<file path="config.mk">
export PLATFORM = sky130hd
export DESIGN_NAME = url_link_ctrl
export DESIGN_NICKNAME = d
export VERILOG_FILES = /design/src/logic/url_pkg.sv /design/src/logic/url_link_ctrl.sv /design/src/logic/url_sync.sv
export SDC_FILE = /design/constraint.sdc
export NUM_CORES = 1
export LEC_CHECK = 0
export BUFFER_PORTS_ARGS = -buffer_cell sky130_fd_sc_hd__buf_2
export CORE_AREA = 2 2 129 131
export DETAILED_ROUTE_END_ITERATION = 8
export DIE_AREA = 0 0 131 133
export GPL_TIMING_DRIVEN = 0
export SLEW_MARGIN = 20
export SYNTH_ARGS = -nofsm -noshare
export SYNTH_HDL_FRONTEND = slang
export SYNTH_SLANG_ARGS = --single-unit
</file>
<file path="constraint.sdc">
create_clock -name REF_CLK_I -period 5.3 [get_ports REF_CLK_I]
set_input_delay 0.265 -clock REF_CLK_I [delete_from_list [all_inputs] [get_ports REF_CLK_I]]
set_output_delay 0.265 -clock REF_CLK_I [all_outputs]
set_load 0.02 [all_outputs]
</file>
<file path="src/logic/url_pkg.sv">
// Package for the USB link control block: register map, field positions,
// reset values, timing constants and mode enumerations.
// Assumes a 20 MHz reference clock.
package url_pkg;

	// ==========================================================
	// Clock and timing
	localparam int unsigned CLK_HZ           = 20_000_000;
	localparam int unsigned DEBOUNCE_US      = 200;
	localparam int unsigned DEBOUNCE_CYC     = DEBOUNCE_US * (CLK_HZ / 1_000_000);
	localparam int unsigned DETECT_8_MS      = 8;
	localparam int unsigned DETECT_12_MS     = 12;
	localparam int unsigned DETECT_48_MS     = 48;
	localparam int unsigned DETECT_96_MS     = 96;
	localparam int unsigned CYC_PER_MS       = CLK_HZ / 1000;
	localparam int unsigned DETECT_8_CYC     = DETECT_8_MS * CYC_PER_MS;
	localparam int unsigned DETECT_12_CYC    = DETECT_12_MS * CYC_PER_MS;
	localparam int unsigned DETECT_48_CYC    = DETECT_48_MS * CYC_PER_MS;
	localparam int unsigned DETECT_96_CYC    = DETECT_96_MS * CYC_PER_MS;
	localparam int unsigned TMR_W            = 22;

	// ==========================================================
	// Register map
	localparam logic [7:0] ADDR_RX_EQ        = 8'h20;
	localparam logic [7:0] ADDR_UP_EQ        = 8'h21;
	localparam logic [7:0] ADDR_LINK_CTRL    = 8'h22;
	localparam logic [7:0] ADDR_EQ_CTRL      = 8'h23;
	localparam logic [7:0] RST_LINK_CTRL     = 8'h04;
	localparam logic [7:0] RST_ZERO          = 8'h00;
	localparam logic [6:0] I2C_ADDR_FLOAT    = 7'h12;

	// Field positions in the link control register
	localparam int unsigned BIT_COMPLIANCE   = 7;
	localparam int unsigned BIT_APPLY_A      = 6;
	localparam int unsigned BIT_DEBOUNCE     = 5;
	localparam int unsigned BIT_SLEEP_DET    = 4;
	localparam int unsigned BIT_PERIOD_LO    = 2;
	localparam int unsigned BIT_FORCE_LO     = 0;

	// ==========================================================
	// Strap level encoding
	typedef enum logic [1:0]
	{
		STRAP_LOW   = 2'h0,
		STRAP_FLOAT = 2'h1,
		STRAP_HIGH  = 2'h2
	} url_strap_t;

	// Operating configuration, one-hot
	typedef enum logic [3:0]
	{
		CFG_OFF     = 4'h1,
		CFG_USB     = 4'h2,
		CFG_USB_DP2 = 4'h4,
		CFG_DP4     = 4'h8
	} url_cfg_t;

	// Compliance forcing selections
	localparam logic [1:0] CMP_AUTO          = 2'h0;
	localparam logic [1:0] CMP_DOWN          = 2'h1;
	localparam logic [1:0] CMP_UP            = 2'h2;
	localparam logic [1:0] CMP_OFF           = 2'h3;

endpackage : url_pkg

</file>
<file path="src/logic/url_link_ctrl.sv">
// Link control and status for the USB side of a Type-C redriving switch.
// Assumes an I2C target front end hands over decoded byte writes and reads;
// pins arrive asynchronous, strap levels come pre-decoded as three-level codes.
// Functional notes
// - Bit 7 reads back compliance state, read-only, zero after reset.
// - Bit 6 zero forces zero equalization during LFPS; one applies settings.
// - Bit 5 set requires LFPS held 200us before leaving U2/U3.
// - Bit 4 zero allows receiver detect in U2/U3; one suppresses it.
// - Bits 3:2 pick downstream detect period: 8, 12, 48, 96 ms.
// - Bits 1:0 pick auto, downstream forced, upstream forced, or compliance off.
// - Upper pin low, lower pin high selects USB only.
// - Both configuration pins high selects USB plus two display lanes.
// - Upper pin high, lower pin low selects four display lanes.
// - Both address straps floating gives target address 0x12.
// - Each receiver equalization is independently settable by register.
// - Override zero shows strap levels; override one lets writes set equalization.
module url_link_ctrl
	import url_pkg::*;
(
	// Clock and reset
	input  wire logic       REF_CLK_I,
	input  wire logic       RESET_I,
	// Register access from the I2C target
	input  wire logic       REG_WR_I,
	input  wire logic [7:0] REG_ADDR_I,
	input  wire logic [7:0] REG_WDATA_I,
	output logic      [7:0] REG_RDATA_O,
	// Configuration and strap pins
	input  wire logic       CONFIG_SELECT_HI_I,
	input  wire logic       CONFIG_SELECT_LO_I,
	input  wire logic       FLIP_I,
	input  wire logic [1:0] DISPLAY_EQ_ADDR_HI_STRAP_I,
	input  wire logic [1:0] UPSTREAM_EQ_ADDR_LO_STRAP_I,
	input  wire logic [1:0] RX_EQ_STRAP_I,
	// Link state from the analog front end
	input  wire logic       LFPS_DETECT_I,
	input  wire logic       LOW_POWER_I,
	input  wire logic       FSM_COMPLIANCE_I,
	// Controls to the datapath
	output logic      [6:0] I2C_ADDR_O,
	output logic      [3:0] RX1_EQ_O,
	output logic      [3:0] RX2_EQ_O,
	output logic      [3:0] UP_EQ_O,
	output logic            LOW_POWER_EXIT_O,
	output logic            RX_DETECT_PULSE_O,
	output logic      [3:0] CONFIG_O,
	output logic            FLIP_O,
	output logic            COMPLIANCE_DOWN_O,
	output logic            COMPLIANCE_UP_O
);

	// ==========================================================
	// Pin synchronisers
	logic cfg_hi_s, cfg_lo_s, flip_s, lfps_s;

	url_sync u_sync_hi   (.clk_i(REF_CLK_I), .rst_i(RESET_I), .d_i(CONFIG_SELECT_HI_I), .q_o(cfg_hi_s));
	url_sync u_sync_lo   (.clk_i(REF_CLK_I), .rst_i(RESET_I), .d_i(CONFIG_SELECT_LO_I), .q_o(cfg_lo_s));
	url_sync u_sync_flip (.clk_i(REF_CLK_I), .rst_i(RESET_I), .d_i(FLIP_I), .q_o(flip_s));
	url_sync u_sync_lfps (.clk_i(REF_CLK_I), .rst_i(RESET_I), .d_i(LFPS_DETECT_I), .q_o(lfps_s));

	// ==========================================================
	// Registers
	logic [6:0] ctrl_q;       // Writable bits 6:0 of the link register
	logic       eq_ovr_q;     // eq_software_override
	logic [3:0] rx1_eq_q, rx2_eq_q, up_eq_q;
	logic       cmp_active_q;
	logic       straps_taken_q;

	wire apply_a                 = ctrl_q[BIT_APPLY_A];
	wire low_power_exit_debounce = ctrl_q[BIT_DEBOUNCE];
	wire sleep_rx_detect_off     = ctrl_q[BIT_SLEEP_DET];
	wire [1:0] downstream_detect_period = ctrl_q[BIT_PERIOD_LO +: 2];
	wire [1:0] compliance_force_select  = ctrl_q[BIT_FORCE_LO +: 2];

	// Register writes; bit 7 of the link register is status so is never written
	always_ff @(posedge REF_CLK_I)
	begin
		if (RESET_I)
		begin
			ctrl_q   <= RST_LINK_CTRL[6:0];
			eq_ovr_q <= 1'b0;
		end
		else if (REG_WR_I && REG_ADDR_I == ADDR_LINK_CTRL)
			ctrl_q <= REG_WDATA_I[6:0];
		else if (REG_WR_I && REG_ADDR_I == ADDR_EQ_CTRL)
			eq_ovr_q <= REG_WDATA_I[0];
	end

	// Straps caught once, at the first edge after release; both floating give the base
	always_ff @(posedge REF_CLK_I)
	begin
		if (RESET_I)
		begin
			straps_taken_q <= 1'b0;
			I2C_ADDR_O     <= I2C_ADDR_FLOAT;
		end
		else if (!straps_taken_q)
		begin
			straps_taken_q <= 1'b1;
			I2C_ADDR_O     <= I2C_ADDR_FLOAT + {3'h0, DISPLAY_EQ_ADDR_HI_STRAP_I, UPSTREAM_EQ_ADDR_LO_STRAP_I}
				- {3'h0, STRAP_FLOAT, STRAP_FLOAT};
		end
	end

	// Equalization fields: strap mirror or software value
	always_ff @(posedge REF_CLK_I)
	begin
		if (RESET_I)
		begin
			rx1_eq_q <= 4'h0;
			rx2_eq_q <= 4'h0;
			up_eq_q  <= 4'h0;
		end
		else if (!eq_ovr_q)
		begin
			rx1_eq_q <= {2'h0, RX_EQ_STRAP_I};
			rx2_eq_q <= {2'h0, RX_EQ_STRAP_I};
			up_eq_q  <= {2'h0, UPSTREAM_EQ_ADDR_LO_STRAP_I};
		end
		else if (REG_WR_I && REG_ADDR_I == ADDR_RX_EQ)
		begin
			rx1_eq_q <= REG_WDATA_I[3:0];
			rx2_eq_q <= REG_WDATA_I[7:4];
		end
		else if (REG_WR_I && REG_ADDR_I == ADDR_UP_EQ)
			up_eq_q <= REG_WDATA_I[3:0];
	end

	// Applied equalization: zero during LFPS unless apply_a is set
	always_ff @(posedge REF_CLK_I)
	begin
		if (RESET_I || (lfps_s && !apply_a))
		begin
			RX1_EQ_O <= 4'h0;
			RX2_EQ_O <= 4'h0;
			UP_EQ_O  <= 4'h0;
		end
		else
		begin
			RX1_EQ_O <= rx1_eq_q;
			RX2_EQ_O <= rx2_eq_q;
			UP_EQ_O  <= up_eq_q;
		end
	end

	// ==========================================================
	// Low-power exit debounce
	logic [TMR_W-1:0] deb_cnt_q;

	// Count LFPS persistence; any gap restarts the wait
	always_ff @(posedge REF_CLK_I)
	begin
		if (RESET_I || !lfps_s || !LOW_POWER_I)
			deb_cnt_q <= '0;
		else if (deb_cnt_q != TMR_W'(DEBOUNCE_CYC))
			deb_cnt_q <= deb_cnt_q + 1'b1;
	end

	// Exit request; without debounce the first LFPS cycle suffices
	always_ff @(posedge REF_CLK_I)
	begin
		if (RESET_I)
			LOW_POWER_EXIT_O <= 1'b0;
		else
			LOW_POWER_EXIT_O <= LOW_POWER_I && lfps_s
				&& (!low_power_exit_debounce || deb_cnt_q == TMR_W'(DEBOUNCE_CYC - 1)
				|| deb_cnt_q == TMR_W'(DEBOUNCE_CYC));
	end

	// ==========================================================
	// Receiver detect timer
	logic [TMR_W-1:0] det_cnt_q;
	logic [TMR_W-1:0] det_period;

	// Period select
	always_comb
	begin
		unique case (downstream_detect_period)
			2'h0:    det_period = TMR_W'(DETECT_8_CYC);
			2'h1:    det_period = TMR_W'(DETECT_12_CYC);
			2'h2:    det_period = TMR_W'(DETECT_48_CYC);
			default: det_period = TMR_W'(DETECT_96_CYC);
		endcase
	end

	// Free-running interval; a period change takes effect at once, wrapping at the next edge if the count is past the new end
	always_ff @(posedge REF_CLK_I)
	begin
		if (RESET_I || det_cnt_q >= det_period - 1'b1)
			det_cnt_q <= '0;
		else
			det_cnt_q <= det_cnt_q + 1'b1;
	end

	// Detect strobe, suppressed in U2/U3 when asked
	always_ff @(posedge REF_CLK_I)
	begin
		if (RESET_I)
			RX_DETECT_PULSE_O <= 1'b0;
		else
			RX_DETECT_PULSE_O <= (det_cnt_q >= det_period - 1'b1)
				&& !(LOW_POWER_I && sleep_rx_detect_off);
	end

	// ==========================================================
	// Compliance control
	always_ff @(posedge REF_CLK_I)
	begin
		if (RESET_I)
		begin
			cmp_active_q      <= 1'b0;
			COMPLIANCE_DOWN_O <= 1'b0;
			COMPLIANCE_UP_O   <= 1'b0;
		end
		else
		begin
			unique case (compliance_force_select)
				CMP_AUTO: cmp_active_q <= FSM_COMPLIANCE_I;
				CMP_DOWN: cmp_active_q <= 1'b1;
				CMP_UP:   cmp_active_q <= 1'b1;
				default:  cmp_active_q <= 1'b0;
			endcase
			COMPLIANCE_DOWN_O <= compliance_force_select == CMP_DOWN;
			COMPLIANCE_UP_O   <= compliance_force_select == CMP_UP;
		end
	end

	// ==========================================================
	// Configuration from pins; flip applies in every mode
	always_ff @(posedge REF_CLK_I)
	begin
		if (RESET_I)
		begin
			CONFIG_O <= CFG_OFF;
			FLIP_O   <= 1'b0;
		end
		else
		begin
			unique case ({cfg_hi_s, cfg_lo_s})
				2'b01:   CONFIG_O <= CFG_USB;
				2'b11:   CONFIG_O <= CFG_USB_DP2;
				2'b10:   CONFIG_O <= CFG_DP4;
				default: CONFIG_O <= CFG_OFF;
			endcase
			FLIP_O <= flip_s;
		end
	end

	// ==========================================================
	// Read mux; status bit 7 is live compliance state
	always_ff @(posedge REF_CLK_I)
	begin
		if (RESET_I)
			REG_RDATA_O <= RST_ZERO;
		else
			unique case (REG_ADDR_I)
				ADDR_RX_EQ:     REG_RDATA_O <= {rx2_eq_q, rx1_eq_q};
				ADDR_UP_EQ:     REG_RDATA_O <= {4'h0, up_eq_q};
				ADDR_LINK_CTRL: REG_RDATA_O <= {cmp_active_q, ctrl_q};
				ADDR_EQ_CTRL:   REG_RDATA_O <= {7'h00, eq_ovr_q};
				default:        REG_RDATA_O <= RST_ZERO;
			endcase
	end

	// ==========================================================
	// Checks
	a_status_reset: assert property (@(posedge REF_CLK_I) $past(RESET_I) |-> !cmp_active_q)
		else $error("compliance status not clear after reset");
	a_lfps_zero_eq: assert property (@(posedge REF_CLK_I) disable iff (RESET_I)
		(lfps_s && !apply_a) |=> (RX1_EQ_O == 4'h0 && UP_EQ_O == 4'h0))
		else $error("equalization not zeroed during LFPS");
	a_debounce_wait: assert property (@(posedge REF_CLK_I) disable iff (RESET_I)
		(low_power_exit_debounce && $rose(lfps_s) && LOW_POWER_I) |=> !LOW_POWER_EXIT_O [*8])
		else $error("low-power exit before debounce");
	a_sleep_detect: assert property (@(posedge REF_CLK_I) disable iff (RESET_I)
		(LOW_POWER_I && sleep_rx_detect_off) |=> !RX_DETECT_PULSE_O)
		else $error("detect in U2/U3 while suppressed");
	a_force_down: assert property (@(posedge REF_CLK_I) disable iff (RESET_I)
		(compliance_force_select == CMP_DOWN) |=> (COMPLIANCE_DOWN_O && cmp_active_q))
		else $error("downstream compliance not forced");
	a_cfg_usb: assert property (@(posedge REF_CLK_I) disable iff (RESET_I)
		(!cfg_hi_s && cfg_lo_s) |=> CONFIG_O == CFG_USB)
		else $error("USB-only configuration missed");
	a_cfg_dp2: assert property (@(posedge REF_CLK_I) disable iff (RESET_I)
		(cfg_hi_s && cfg_lo_s) |=> CONFIG_O == CFG_USB_DP2)
		else $error("two-lane configuration missed");
	a_cfg_dp4: assert property (@(posedge REF_CLK_I) disable iff (RESET_I)
		(cfg_hi_s && !cfg_lo_s) |=> CONFIG_O == CFG_DP4)
		else $error("four-lane configuration missed");
	a_override_hold: assert property (@(posedge REF_CLK_I) disable iff (RESET_I)
		!eq_ovr_q |=> rx1_eq_q == {2'h0, $past(RX_EQ_STRAP_I)})
		else $error("equalization field not mirroring strap");
	c_detect: cover property (@(posedge REF_CLK_I) RX_DETECT_PULSE_O);
	c_exit: cover property (@(posedge REF_CLK_I) LOW_POWER_EXIT_O && low_power_exit_debounce);
	c_dp2: cover property (@(posedge REF_CLK_I) CONFIG_O == CFG_USB_DP2 && FLIP_O);

endmodule : url_link_ctrl

</file>
<file path="src/logic/url_sync.sv">
// Two-flop synchroniser for one asynchronous pin.
// Assumes the input comes from outside the clock domain.
module url_sync
	import url_pkg::*;
(
	// Clock and reset
	input  wire logic clk_i,
	input  wire logic rst_i,
	// Data
	input  wire logic d_i,
	output logic      q_o
);

	// ==========================================================
	// Synchroniser
	logic meta_q;

	// First flop feeds only the second
	always_ff @(posedge clk_i)
	begin
		if (rst_i)
		begin
			meta_q <= 1'b0;
			q_o    <= 1'b0;
		end
		else
		begin
			meta_q <= d_i;
			q_o    <= meta_q;
		end
	end

endmodule : url_sync

</file>
# Yosys cells after proc, flatten, opt, wreduce, memory -nomap -nowiden
# Cells that the tools add are included.
# classes
n_addsub	5
multipliers	0
n_div	0
n_lt_le_gt_ge	1
eq_ne	17
shift	0
mux	12
bitwise	3
n_reduce_logical	27
# ops
operator	n
$pmux 21 s3	1
$add 22x1->22 const B	2
$eq 22x12->1 const B	2
$eq 8x6->1 const B	4
$pmux 8 s4	1
$ge 22x22->1	1
$ne 22x12->1 const B	1
$sub 22x1->22 const B	1
$mux 2	7
$pmux 4 s3	1
$logic_and 1x1->1	9
$eq 2x2->1 const B	4
$sub 6x3->7 const B	1
$add 5x4->6 const A	1
$eq 2x1->1 const B	3
$logic_or 1x1->1	6
$reduce_and 2->1	3
$logic_not 1->1	5
$logic_not 2->1	2
$ne 2x1->1 const B	2
$reduce_or 2->1	2
$not 1->1	3
$ne 2x2->1 const B	1
$pmux 1 s2	1
$mux 1	1
# word_totals
register_bits	110
latch_bits	0
ram_bits	0
mem_bits_ro	0
inputBits	31
memories	0

# Depth between registers and ports, before layout
# depth
depth_word	5
depth_mapped	12
mapped_depth_nobuf	11

# By module
# A second synthesis with hierarchy kept.
# unflattened
cells_unflattened	497
hier_area_um2	4732.0
# by_module_without_submodules
module	n_inst	cells_per_inst	area_per_inst_um2
url_link_ctrl	1	481	4521.8
url_sync	4	4	52.6

# Least setup slack after synthesis
# Ideal clock, no wire load.
# synth_path
kind	reg2reg
from	register ctrl_q[2]
to	register det_cnt_q[16]
setup_ps	64
arrival_time_ps	2622
t_required_ps	5236
path_slack_ps	2614
stages_incl_launch_ff	13
synth_period_minus_slack_ps	2686
path_cell_list	dfxtp_1 inv_1 ha_1 nor4_1 xor2_1 nor2_1 ha_1 a211oi_1 o21ai_1 a2111oi_0 o21ai_1 buf_2 nor2_1
# synth_via
elab_chain_len	5
# synth_rtl
element	line	text
start, declared	url_link_ctrl.sv:63	logic [6:0] ctrl_q;
start signal, assigned	url_link_ctrl.sv:80	ctrl_q <= RST_LINK_CTRL[6:0];
start signal, assigned	url_link_ctrl.sv:84	ctrl_q <= REG_WDATA_I[6:0];
$eq 2x2->1, or another cell as far along	url_link_ctrl.sv:178	unique case (downstream_detect_period)
$pmux 21 s3 (*)	url_link_ctrl.sv:178	
$sub 22x1->22 (*)	url_link_ctrl.sv:189	if (RESET_I || det_cnt_q >= det_period - 1'b1)
$ge 22x22->1 (*)	url_link_ctrl.sv:189	
$logic_or 1x1->1 (*)	url_link_ctrl.sv:189	
end signal, assigned	url_link_ctrl.sv:192	det_cnt_q <= det_cnt_q + 1'b1;
end, declared	url_link_ctrl.sv:172	logic [TMR_W-1:0] det_cnt_q;
# Every way passes the cells marked *; elsewhere a longest branch is shown, timed or not.
# A chain may end at the register's enable or synchronous reset.

# Worst setup path after layout
# layout_path
from	register ctrl_q[2]
to	register det_cnt_q[10]
# Same word-level chain as after synthesis.

==> flow_summary.yaml <==
outcome:
  status: "finished, final reports clean"
timing:
  finalMaxSlewViolations: 0
  slew-limit-headroom_pct: 64.9
  rsz0062_at_grt: "false"
  hold_viol_final: 0
  tns_ps: 0
  fin_skew_ps: 11.6
  finalCritPeriodShare_pct: 60.9
  setup_viol: 0
  tightest_slew_ps: 527
  clock.fmax_mhz: 310
  layout_min_cycle_time_ps: 3230
finish:
  insertedDiodeCount: 0
  final_common_cell: "dfxtp_1"
  num-nets-final: 637
  final_util_pct: 34.8
  finalNonFillerCells: 800
  final_cell_mix: "108 x dfxtp_1, 79 x nor2_1, 68 x buf_2"
  final_layout_size_suffix_gt1_share_pct: 16.9
  finish.instance_area_um2: 5640
  fill_cells: 1650
  area_growth_pct: 18.7
pwr:
  irDropWorstVdd_mv: 0.128
  power_density_nw_per_um2: 277
  p_leak_nw: 2.32
die:
  die_area_um2: 17400
  num_rows: 47
  die_x_um: 131
  fp.coreArea_um2: 16200
  die_h_um: 133
  start_util_pct: 29.4
  num_io_pins: 67
route:
  num_vias: 3567
  drtPass1Iterations: 4
  avgRoutedWirePerCell_um: 13.1
  viasPerCell: 4.46
  ant_nets: 0
  drt_wl_total_um: 10500
  drt_iter0_drc: 123
  drcViolationCount: 0
synth:
  synthArstFlopShare_pct: 0
  yosys_warnings: 0
  netlist_area_um2: 4750
  avgSynthCellArea_um2: 9.50
  synthCells: 500
  netlist_top_cells_area: "dfxtp_1 46%, ha_1 8.2%, mux2i_1 6.3%"
  yosysUniqueCellTypes: 43
  synth_edf_count: 0
  synth_ff_type: "dfxtp_1"
  synth-seq-area-share_pct: 45.5
  yosys.area.top_type: "dfxtp_1"
  synth-seq-cells: 108
  synth.top_cell.area_share_pct: 45.5
setup_path:
  cp_slowest_cell: "dfxtp_1"
  endpoint_kind: "flip-flop"
  cp_top_family: "compound AO/OA/AOI/OAI gates"
  cp_data_arrival_time_ps: 3510
  path_buf_inv: 2
  slowest_delay_ps: 450
  crit_required_ps: 5580
  cp_max_fo: 10
  crit_type: "reg2reg"
  crit_chain: "inv_1 > ha_1 > nor4_1 > xor2_1 > nor2_1 > ha_1 > a211oi_1 > o21ai_1 > a2111oi_0 > o21ai_1 > buf_2 > nor2_1"
  reg2reg_slack_ps: 2070
  start_kind: "flip-flop"
cts:
  cts_buffers: 9
  cts-resized-gates: 0
  hold_buffers: 0
  clk_pin_slew_ps: 70
  cts_sinks: 108
  cts_tree: "done"
  worst_skew_pair.late_latency_ps: 350
  clockBufferDepth: 2
  clock-root-buffer: "clkbuf_16"
  htree_levels: 3
  cts_setup_buffers: 0
global_routing:
  grt_pass1_vias: 3447
  grt_remaining_overflow: 0
  grt_max_degree: 20
  track_usage_pct: 12.6
  antenna_found_initial: 0
  grt_pass1_wl_um: 17000
hold_path:
  hold_path_class: "in2reg"
flow_run:
  max-cap-violations: 0
placement:
  place_inst: 784
  dp_hpwl_um: 8140
  io_buffer_count: 63
  gp_congestion: 0.781
  post_dp_cell_area_um2: 5340
-- final timing paths --
kind / from / depth (start not counted) / to
worst max-delay path: ctrl_q[2] / 12 / det_cnt_q[10]
worst min-delay path: CONFIG_SELECT_HI_I / 2 / u_sync_hi.meta_q
worst min register to register: u_sync_flip.meta_q / 1 / u_sync_flip.q_o
worst max register to register: ctrl_q[2] / 12 / det_cnt_q[10]
-- per-layer routing --
layer / up-vias / track usage [%] / wire length (um)
met1: 1649 / 15.9 / 4860
met5: - / 0 / 0
met3: 10 / 3.11 / 417
li1: 1846 / - / -
met4: 0 / 3.90 / 139
met2: 62 / 20.8 / 5050
-- metrics by stage --
step	power [mW]	hold slack, ps	worst slack [ps]
after floorplan	0.893	390	2610
after global placement	0.924	418	2240
after detailed placement	0.926	424	2120
after CTS	1.58	110	2090
after global routing	1.62	119	1730
final	1.56	121	2070
-- final cells by class --
cell class	count	area (um^2)	area share [%]
Tap cell	220	275	4.88
Inverter	21	78.8	1.40
Clock inverter	6	53.8	0.955
Multi-Input combinational cell	354	2430	43.1
Clock buffer	10	239	4.24
Timing Repair Buffer	63	315	5.60
Buffer	18	81.3	1.44
Sequential cell	108	2160	38.4
-- cells in the mapped netlist (12+ instances only) --
cell type	n
nand3_1	21
nand2_1	16
nor2b_1	15
o21ai_0	12
dfxtp_1	108
inv_1	21
nor2_1	79
xnor2_1	23
a21oi_1	20
mux2i_1	30
xor2_1	15
and2_1	14
ha_1	31
-- cells by family (layout without fill, tap and decap cells) --
group / after synthesis / after routing / synth area share (%)
and+or+nand+nor: 205 / 205 / 23.5
buffers and inverters: 39 / 118 / 3.37
other: 2 / 3 / 0.158
muxes: 31 / 31 / 6.80
xor gates and xnor gates: 38 / 38 / 7.01
adders and majority gates: 31 / 31 / 8.17
AOI/OAI and AO/OA: 46 / 46 / 5.51
DFF: 108 / 108 / 45.5
-- where the power goes --
part | total (mW) | switching (mW) | internal, mW
clock network | 0.653 | 0.313 | 0.340
registers | 0.832 | 0.00721 | 0.825
logic | 0.0742 | 0.0439 | 0.0303
total | 1.56 | 0.365 | 1.19
-- state kept, by name (all words and copies together) (netlist names), 4 cells and up --
register / count
deb_cnt_q: 22
det_cnt_q: 22
rx1_eq_q: 4
RX1_EQ_O: 4
RX2_EQ_O: 4
up_eq_q: 4
I2C_ADDR_O: 5
UP_EQ_O: 4
rx2_eq_q: 4
CONFIG_O: 4
REG_RDATA_O: 8
ctrl_q: 7
(Power assumes the default switching activity.)
